==> config.mk <==
export PLATFORM = sky130hd
export DESIGN_NAME = fps_sequencer
export DESIGN_NICKNAME = d
export VERILOG_FILES = /design/src/hdl/fps_pkg.sv /design/src/hdl/fps_sequencer.sv
export VERILOG_INCLUDE_DIRS = /design/src /design/src/hdl
export SDC_FILE = /design/constraint.sdc
export NUM_CORES = 1
export LEC_CHECK = 0
export BUFFER_PORTS_ARGS = -buffer_cell sky130_fd_sc_hd__buf_2
export CORE_MARGIN = 2
export CORE_UTILIZATION = 45
export CTS_CLUSTER_DIAMETER = 200
export DETAILED_ROUTE_END_ITERATION = 8
export PLACE_DENSITY = 0.72
export SYNTH_ARGS = -nofsm -noshare
export SYNTH_HDL_FRONTEND = slang
export SYNTH_SLANG_ARGS = --single-unit
==> constraint.sdc <==
create_clock -name clk_i -period 3.4 [get_ports clk_i]
set_input_delay 0.34 -clock clk_i [delete_from_list [all_inputs] [get_ports clk_i]]
set_output_delay 0.34 -clock clk_i [all_outputs]
set_load 0.1 [all_outputs]
==> src/hdl/fps_defines.svh <==
/*
 * Constants of the flash program/erase sequencer: register offsets, field
 * positions, reset values, key codes and timing counts.
 * Assumes a 50 MHz system clock and a 32-bit classic Wishbone register bus.
 */
`ifndef FPS_DEFINES_SVH
`define FPS_DEFINES_SVH

// register byte offsets
`define FPS_CTL_OFS        8'h00
`define FPS_KEY_OFS        8'h04
`define FPS_RBCN_OFS       8'h08
`define FPS_BANK_OFS       8'h0C
`define FPS_STAT_OFS       8'h10
`define FPS_SUPPLY_OFS     8'h14

// field positions
`define FPS_WE_BIT         0
`define FPS_EE_BIT         1
`define FPS_BLKW_BIT       0
`define FPS_SMON_EN_BIT    0
`define FPS_SMON_RST_BIT   1

// reset values
`define FPS_SUPPLY_RST     2'b11

// key codes
`define FPS_KEY1           8'hA5
`define FPS_KEY2           8'hF1
`define FPS_ERASED         8'hFF

// operation timing
`define FPS_PROG_NS        40000
`define FPS_ERASE_NS       20000000
`define FPS_CLK_MHZ        50
`define FPS_PROG_CYC       ((`FPS_PROG_NS * `FPS_CLK_MHZ + 999) / 1000)
`define FPS_ERASE_CYC      ((`FPS_ERASE_NS * `FPS_CLK_MHZ + 999) / 1000)

`endif

==> src/hdl/fps_pkg.sv <==
/*
 * Types of the flash program/erase sequencer.
 * Assumes fps_defines.svh holds the numbers.
 */
package fps_pkg;

	typedef enum logic [1:0] {
		KEY_IDLE,
		KEY_HALF,
		KEY_OPEN,
		KEY_DEAD
	} fps_key_t;

	typedef enum logic [1:0] {
		OP_IDLE,
		OP_PROG,
		OP_ERASE
	} fps_op_t;

	typedef struct packed {
		logic        xdata_we;
		logic        short_addr;
		logic [15:0] addr;
		logic [7:0]  data;
	} fps_req_t;

	typedef struct packed {
		logic        we;
		logic        erase;
		logic [1:0]  bank;
		logic [15:0] addr;
		logic [31:0] data;
		logic [3:0]  lanes;
	} fps_flash_t;

endpackage : fps_pkg

==> src/hdl/fps_sequencer.sv <==
/*
 * Flash program/erase sequencer with Wishbone registers, key lock, page
 * erase, byte and 4-byte block writes, and flash-error reset request.
 * Assumes the core raises each write for one clock and waits while stall_o is high, and that the
 * flash array performs the AND of old and new data on a program strobe.
 */
`timescale 1ns/1ps
`include "fps_defines.svh"

module fps_sequencer #(
	parameter int unsigned PROG_CYC  = `FPS_PROG_CYC,
	parameter int unsigned ERASE_CYC = `FPS_ERASE_CYC
) (
	input  wire logic               clk_i,
	input  wire logic               rst_i,
	input  wire logic [7:0]         wb_adr_i,
	input  wire logic [31:0]        wb_dat_i,
	output logic      [31:0]        wb_dat_o,
	input  wire logic               wb_we_i,
	input  wire logic [3:0]         wb_sel_i,
	input  wire logic               wb_cyc_i,
	input  wire logic               wb_stb_i,
	output logic                    wb_ack_o,
	input  wire fps_pkg::fps_req_t  core_req_i,
	output logic                    ram_we_o,
	output logic                    stall_o,
	output fps_pkg::fps_flash_t     flash_o,
	output logic                    flash_error_reset_o
);

	// ****************************************
	// registers
	// ****************************************
	logic             write_en_q;
	logic             erase_en_q;
	logic             blkw_en_q;
	logic [1:0]       bank_q;
	logic [1:0]       supply_q;
	fps_pkg::fps_key_t key_q;
	fps_pkg::fps_op_t  op_q;
	logic [31:0]      cnt_q;
	logic             ack_q;
	logic [31:0]      rdat_q;
	logic [23:0]      cache_q;
	logic [2:0]       cache_vld_q;
	logic             ferr_q;
	logic             busy_seen_q;

	logic wb_req;
	logic key_wr;
	logic flash_wr;
	logic flash_go;
	logic op_done;
	logic supply_ok;
	logic blk_commit;

	assign wb_req    = wb_cyc_i && wb_stb_i && !ack_q;
	assign key_wr    = wb_req && wb_we_i && wb_sel_i[0] && (wb_adr_i == `FPS_KEY_OFS);
	assign supply_ok = supply_q[`FPS_SMON_EN_BIT] && supply_q[`FPS_SMON_RST_BIT];
	// short-address writes above 0x00ff never reach flash
	assign flash_wr  = core_req_i.xdata_we && write_en_q && (op_q == fps_pkg::OP_IDLE) &&
	                   !(core_req_i.short_addr && (core_req_i.addr > 16'h00FF));
	assign flash_go  = flash_wr && (key_q == fps_pkg::KEY_OPEN) && supply_ok;
	assign op_done   = (op_q != fps_pkg::OP_IDLE) && (cnt_q == 32'h0000_0000);
	assign blk_commit = !blkw_en_q || (core_req_i.addr[1:0] == 2'b11);

	assign ram_we_o = core_req_i.xdata_we && !write_en_q;
	assign stall_o  = (op_q != fps_pkg::OP_IDLE);
	assign wb_ack_o = ack_q;
	assign wb_dat_o = rdat_q;
	assign flash_error_reset_o = ferr_q;

	// ****************************************
	// wishbone slave
	// ****************************************
	always_ff @(posedge clk_i) begin
		if (rst_i) begin
			ack_q  <= 1'b0;
			rdat_q <= 32'h0000_0000;
		end else begin
			ack_q <= wb_req;
			if (wb_req && !wb_we_i) begin
				unique case (wb_adr_i)
					`FPS_CTL_OFS:    rdat_q <= {30'h0000_0000, erase_en_q, write_en_q};
					`FPS_RBCN_OFS:   rdat_q <= {31'h0000_0000, blkw_en_q};
					`FPS_BANK_OFS:   rdat_q <= {30'h0000_0000, bank_q};
					`FPS_STAT_OFS:   rdat_q <= {28'h000_0000, busy_seen_q, op_q != fps_pkg::OP_IDLE,
					                            key_q == fps_pkg::KEY_DEAD, key_q == fps_pkg::KEY_OPEN};
					`FPS_SUPPLY_OFS: rdat_q <= {30'h0000_0000, supply_q};
					default:         rdat_q <= 32'h0000_0000;
				endcase
			end
		end
	end

	always_ff @(posedge clk_i) begin
		if (rst_i) begin
			write_en_q <= 1'b0;
			erase_en_q <= 1'b0;
			blkw_en_q  <= 1'b0;
			bank_q     <= 2'b00;
			supply_q   <= `FPS_SUPPLY_RST;
		end else if (wb_req && wb_we_i && wb_sel_i[0]) begin
			unique case (wb_adr_i)
				`FPS_CTL_OFS: begin
					write_en_q <= wb_dat_i[`FPS_WE_BIT];
					erase_en_q <= wb_dat_i[`FPS_EE_BIT];
				end
				`FPS_RBCN_OFS:   blkw_en_q <= wb_dat_i[`FPS_BLKW_BIT];
				`FPS_BANK_OFS:   bank_q    <= wb_dat_i[1:0];
				`FPS_SUPPLY_OFS: supply_q  <= wb_dat_i[1:0];
				default: ;
			endcase
		end
	end

	// ****************************************
	// key lock
	// ****************************************
	always_ff @(posedge clk_i) begin
		if (rst_i) begin
			key_q <= fps_pkg::KEY_IDLE;
		end else begin
			unique case (key_q)
				fps_pkg::KEY_IDLE: begin
					if (key_wr)
						key_q <= (wb_dat_i[7:0] == `FPS_KEY1) ? fps_pkg::KEY_HALF : fps_pkg::KEY_DEAD;
					else if (flash_wr)
						key_q <= fps_pkg::KEY_DEAD;
				end
				fps_pkg::KEY_HALF: begin
					if (key_wr)
						key_q <= (wb_dat_i[7:0] == `FPS_KEY2) ? fps_pkg::KEY_OPEN : fps_pkg::KEY_DEAD;
					else if (flash_wr)
						key_q <= fps_pkg::KEY_DEAD;
				end
				fps_pkg::KEY_OPEN: begin
					if (key_wr)
						key_q <= fps_pkg::KEY_DEAD;
					else if (flash_go)
						key_q <= fps_pkg::KEY_IDLE;
				end
				fps_pkg::KEY_DEAD: key_q <= fps_pkg::KEY_DEAD;
			endcase
		end
	end

	// ****************************************
	// operation timer and block cache
	// ****************************************
	always_ff @(posedge clk_i) begin
		if (rst_i) begin
			op_q        <= fps_pkg::OP_IDLE;
			cnt_q       <= 32'h0000_0000;
			busy_seen_q <= 1'b0;
		end else if (flash_go && erase_en_q) begin
			op_q        <= fps_pkg::OP_ERASE;
			cnt_q       <= ERASE_CYC - 1;
			busy_seen_q <= 1'b1;
		end else if (flash_go && blk_commit) begin
			op_q        <= fps_pkg::OP_PROG;
			cnt_q       <= PROG_CYC - 1;
			busy_seen_q <= 1'b1;
		end else if (op_done) begin
			op_q <= fps_pkg::OP_IDLE;
		end else if (op_q != fps_pkg::OP_IDLE) begin
			cnt_q <= cnt_q - 32'h0000_0001;
		end
	end

	always_ff @(posedge clk_i) begin
		if (rst_i) begin
			cache_q     <= 24'h00_0000;
			cache_vld_q <= 3'b000;
		end else if (!blkw_en_q || (flash_go && blk_commit)) begin
			cache_vld_q <= 3'b000;
		end else if (flash_go && !erase_en_q) begin
			unique case (core_req_i.addr[1:0])
				2'b00: begin
					cache_q[7:0]   <= core_req_i.data;
					cache_vld_q    <= 3'b001;
				end
				2'b01: begin
					cache_q[15:8]  <= core_req_i.data;
					cache_vld_q[1] <= 1'b1;
				end
				default: begin
					cache_q[23:16] <= core_req_i.data;
					cache_vld_q[2] <= 1'b1;
				end
			endcase
		end
	end

	// ****************************************
	// flash array strobe and error reset
	// ****************************************
	always_ff @(posedge clk_i) begin
		if (rst_i) begin
			flash_o <= '0;
		end else begin
			flash_o.we <= flash_go && (erase_en_q || blk_commit);
			if (flash_go) begin
				flash_o.erase <= erase_en_q;
				flash_o.bank  <= bank_q;
				if (erase_en_q)
					flash_o.addr <= {core_req_i.addr[15:10], 10'h000};
				else if (blkw_en_q)
					flash_o.addr <= {core_req_i.addr[15:2], 2'b00};
				else
					flash_o.addr <= core_req_i.addr;
				if (erase_en_q) begin
					flash_o.data  <= {4{`FPS_ERASED}};
					flash_o.lanes <= 4'hF;
				end else if (blkw_en_q) begin
					flash_o.data  <= {core_req_i.data, cache_q};
					flash_o.lanes <= {1'b1, cache_vld_q};
				end else begin
					flash_o.data  <= {24'h00_0000, core_req_i.data};
					flash_o.lanes <= 4'h1;
				end
			end
		end
	end

	always_ff @(posedge clk_i) begin
		if (rst_i)
			ferr_q <= 1'b0;
		else
			ferr_q <= flash_wr && (key_q == fps_pkg::KEY_OPEN) && !supply_ok;
	end

	// ****************************************
	// checks
	// ****************************************
	a_stall_len: assert property (@(posedge clk_i) disable iff (rst_i)
		$rose(stall_o) && op_q == fps_pkg::OP_PROG |-> stall_o [*2]) else $error("stall too short");
	a_stall_hold: assert property (@(posedge clk_i) disable iff (rst_i)
		stall_o && !op_done |=> stall_o) else $error("stall dropped while timing");
	a_stall_end: assert property (@(posedge clk_i) disable iff (rst_i)
		$fell(stall_o) |-> $past(op_done)) else $error("stall ended before timer");
	a_dead_sticky: assert property (@(posedge clk_i) disable iff (rst_i)
		key_q == fps_pkg::KEY_DEAD |=> key_q == fps_pkg::KEY_DEAD) else $error("lock left dead");
	a_relock_after: assert property (@(posedge clk_i) disable iff (rst_i)
		flash_go |=> key_q != fps_pkg::KEY_OPEN) else $error("lock not rearmed");
	a_key_order: assert property (@(posedge clk_i) disable iff (rst_i)
		key_wr && key_q == fps_pkg::KEY_HALF && wb_dat_i[7:0] == `FPS_KEY2 |=> key_q == fps_pkg::KEY_OPEN)
		else $error("second key refused");
	a_bad_key: assert property (@(posedge clk_i) disable iff (rst_i)
		key_wr && key_q == fps_pkg::KEY_IDLE && wb_dat_i[7:0] != `FPS_KEY1 |=> key_q == fps_pkg::KEY_DEAD)
		else $error("bad key accepted");
	a_early_write: assert property (@(posedge clk_i) disable iff (rst_i)
		flash_wr && !key_wr && key_q == fps_pkg::KEY_IDLE |=> key_q == fps_pkg::KEY_DEAD)
		else $error("unkeyed write not locked");
	a_ferr_supply: assert property (@(posedge clk_i) disable iff (rst_i)
		ferr_q |-> !flash_o.we && !$past(supply_ok)) else $error("error reset wrong");
	a_ram_route: assert property (@(posedge clk_i) disable iff (rst_i)
		write_en_q |-> !ram_we_o) else $error("ram written while flash routed");
	a_short_addr: assert property (@(posedge clk_i) disable iff (rst_i)
		core_req_i.short_addr && core_req_i.addr > 16'h00FF |-> !flash_go) else $error("short address taken");
	a_we_needed: assert property (@(posedge clk_i) disable iff (rst_i)
		flash_o.we |-> $past(write_en_q) && (!flash_o.erase || $past(erase_en_q))) else $error("flash modified unlocked");
	a_erase_page: assert property (@(posedge clk_i) disable iff (rst_i)
		flash_o.we && flash_o.erase |-> flash_o.addr[9:0] == 10'h000 && flash_o.data == {4{`FPS_ERASED}})
		else $error("erase not page wide");
	a_blk_commit: assert property (@(posedge clk_i) disable iff (rst_i)
		flash_go && blkw_en_q && !erase_en_q && core_req_i.addr[1:0] == 2'b11 |=> flash_o.we && flash_o.lanes[3]
		&& flash_o.addr[1:0] == 2'b00) else $error("block not committed aligned");
	a_blk_partial: assert property (@(posedge clk_i) disable iff (rst_i)
		flash_go && blkw_en_q && !erase_en_q && core_req_i.addr[1:0] != 2'b11 |=> !flash_o.we && !stall_o)
		else $error("partial block committed");

	c_prog: cover property (@(posedge clk_i) op_q == fps_pkg::OP_PROG && op_done);
	c_erase: cover property (@(posedge clk_i) op_q == fps_pkg::OP_ERASE && op_done);
	c_block: cover property (@(posedge clk_i) flash_o.we && flash_o.lanes == 4'hF && !flash_o.erase);
	c_dead: cover property (@(posedge clk_i) key_q == fps_pkg::KEY_DEAD);
	c_error: cover property (@(posedge clk_i) ferr_q);

endmodule : fps_sequencer

==> metrics.md <==
| Metric | Value |
|---|---|
| I/O Buffers | `111` |
| Largest area contributor in the netlist | `dfxtp_1` |
| Routed vias | `around 5300` |
| Period minus WS final | `between 3000 and 4000 ps` |
| Cell Pwr Density | `527 nW/um^2` |
| Drt drc | `0` |
| Chip width | `118 um` |
| Post-cts sizing count | `0` |
| Max Cap Violations | `0` |
| Synth Flop Type | `dfxtp_1` |
| Post-layout nets | `849` |
| Layout Skew | `7.15 ps` |
| Die Y | `118 um` |
| ANT cells | `0` |
| CTS buffer count | `17` |
| RePlAce Congestion | `0.809` |
| Post-route ant nets | `0` |
| Sequential area share after synthesis | `45.6%` |
| Clock Root Buffer | `clkbuf_16` |
| Sum Neg Setup Slack | `0 ps` |
| CP Data Required Time | `3740 ps` |
| YS warnings | `0` |
| Area grow syn2layout | `20.5%` |
| Post-DP HPWL | `between 10000 and 15000 um` |
| Gr usage total | `a little over a fifth` |
| Clock Sinks | `133` |
| Share of layout cells above drive strength 1 | `a little over a fifth` |
| Period utilization | `89.1%` |
| Die area | `13900 sq um` |
| Vias in the first global route | `5053` |
| Antenna violations before repair | `0` |
| First-pass GRT wire length | `24700 um` |
| Crit-path max FO | `12` |
| Hold crit path type | `primary input to register` |
| Slew Limit Fails | `0` |
| CTS H-tree lvls | `4` |
| CP endpoint kind | `register` |
| Peak VDD IR | `0.433 mV` |
| Fillers | `1153` |
| Fmax | `330 MHz` |
| Core Area | `12700 sq um` |
| RSZ-0062 raised after global routing | `false` |
| Crit path DAT | `3370 ps` |
| Setup Crit Path Kind | `register to register` |
| Post-synth top area share | `45.6%` |
| Routed WL | `15100 um` |
| Hold Fails Final Rpt | `0` |
| Synth unique cells | `59` |
| Routed len/inst | `between 15 and 20 um` |
| Fraction of registers with async set/reset | `0%` |
| Outcome | `finished clean` |
| Initial Util | `46.1%` |
| Worst setup SP type | `register` |
| Post-CTS setup buffer count | `0` |
| Clk buf depth | `2` |
| Pleak | `0.00285 uW` |
| Area contributors post-synth | `dfxtp_1, mux2i_1, nor3_1` |
| Clock latency on the worst-skew pair | `420 ps` |
| Std-Cell Rows | `41` |
| Post-synthesis register bit count | `133` |
| Post-synth EDFFs | `0` |
| Measured slew at the worst slew-check pin | `870 ps` |
| IO Count | `between 150 and 200` |
| DRT iter0 DRCs | `445` |
| Max transition margin | `41.2%` |
| CTS hold repair buffers | `0` |
| Cell count after synthesis | `~670` |
| Largest net degree at the start of global routing | `47` |
| Mean Syn Cell Area | `8.67 sq um` |
| Synthesized area | `5840 sq um` |
| GRT overflow | `0` |
| Drt pass-1 iters | `5` |
| Minimum hold slack | `169 ps` |
| CTS tree | `built` |
| Reg clk slew, reported paths | `60 ps` |
| Final setup fails | `0` |
| Vias/cell | `around 5.6` |
-- where the power goes --
part	internal (uW)	switching, uW
clock network	1220	680
registers	1560	0.869
logic	33.2	216
-- final cells by class --
cell class                      count  area [sq um]  share of cell area, %
Timing Repair Buffer              120           623                   8.85
Clock inverter                     10           145                   2.06
Inverter                            9          33.8                  0.480
Sequential cell                   133          2660                   37.8
Multi-Input combinational cell    491          2890                   41.0
Tap cell                          172           215                   3.06
Clock buffer                       22           474                   6.74
-- synth_stat cells, drive strengths merged, types with 2 or more instances --
cell / number
nor4: 7
a21o: 2
o311ai: 7
nand4bb: 2
or4: 21
o21a: 3
nor3: 68
dfxtp: 133
nor2b: 2
nand2: 46
o211ai: 5
nand3b: 2
clkbuf: 34
o211a: 2
a31oi: 9
o21ai: 22
or3: 11
a211oi: 6
and2: 3
ha: 2
nand4: 3
nand2b: 3
o31ai: 10
inv: 9
xor2: 3
or2: 2
nor3b: 2
buf: 34
a311oi: 9
nand3: 27
and3: 2
nor2: 88
a21oi: 40
nor4b: 2
o41ai: 2
nand4b: 2
mux2i: 37
-- cell usage in the layout, fill, tap and decap left out, types with 3 or more instances in the layout --
cell type	n
nand3_1	27
clkbuf_16	17
xor2_1	3
nand4_1	3
o31ai_1	7
o21ai_1	4
o21ai_0	18
nand2b_1	3
buf_2	111
or4_1	19
dfxtp_1	133
conb_1	28
or3_1	11
o311ai_0	7
a21oi_1	40
bufinv_16	3
a31oi_1	9
o21a_1	3
o211ai_1	4
nor4_1	4
mux2i_1	37
nand2_1	46
buf_4	9
nor2_1	87
a211oi_1	6
inv_1	9
nor3_1	67
clkbuf_8	3
and2_1	3
a311oi_1	9
-- worst paths after layout --
| path | to | slack, ps | depth (start not counted) | startpoint |
|---|---|---|---|---|
| hold / removal | flash_o[51] | 170 | 3 | core_req_i[23] |
| setup / recovery | cnt_q[6] | 370 | 7 | cnt_q[0] |
| hold reg to reg | flash_o[43] | 450 | 2 | flash_o[43] |
| setup reg to reg | cnt_q[6] | 370 | 7 | cnt_q[0] |
-- state kept, by name (all words and copies together), names as in the netlist --
register             flops
bank_q                   2
blkw_en_q                1
busy_seen_q              1
cache_q                 24
cache_vld_q              3
cnt_q                   32
erase_en_q               1
flash_error_reset_o      1
flash_o                 56
key_q                    2
op_q                     2
supply_q                 2
wb_ack_o                 1
wb_dat_o                 4
write_en_q               1
-- logic make-up (layout without fill, tap and decap cells) --
family / count (synthesis) / count (layout) / synth area share [%]
XOR/XNOR: 3 / 3 / 0.450
AO/OA/AOI/OAI: 123 / 123 / 14.2
adder cells (fa/ha/maj): 2 / 2 / 0.428
AND/OR/NAND/NOR: 298 / 298 / 26.0
buffers and inverters: 77 / 161 / 7.00
multiplexers: 37 / 37 / 6.34
other: 1 / 28 / 0.0642
flip-flops: 133 / 133 / 45.6
-- per-stage QoR --
step / setup WS [ps] / utilization (%) / area, sq um / cells / power [uW]
finish: 370 / 55.6 / 7040 / 957 / 3710
global route: 168 / 55.6 / 7040 / 957 / 3820
CTS: 388 / 55.6 / 7040 / 957 / 3720
detailed placement: 440 / 50.7 / 6420 / 925 / 1840
global placement: 546 / 50.7 / 6420 / 925 / 1840
floorplan: 899 / - / 5940 / 701 / 1810
-- critical path, stage by stage (launching register included) --
cell     delay, ps
dfxtp_1        350
inv_1          110
ha_1           150
or4b_2         580
or4_1          640
o31ai_2        740
o21ai_0        210
a31oi_1        190
-- layer usage --
layer  global-route usage [%]  up-vias  share of wire (%)
met3                     5.67       40                4.7
met5                        0        -                  0
li1                         -     2584                  -
met4                     9.49        0                2.6
met1                     27.5     2534                 44
met2                     35.3      163                 49
(Power assumes the default switching activity.)
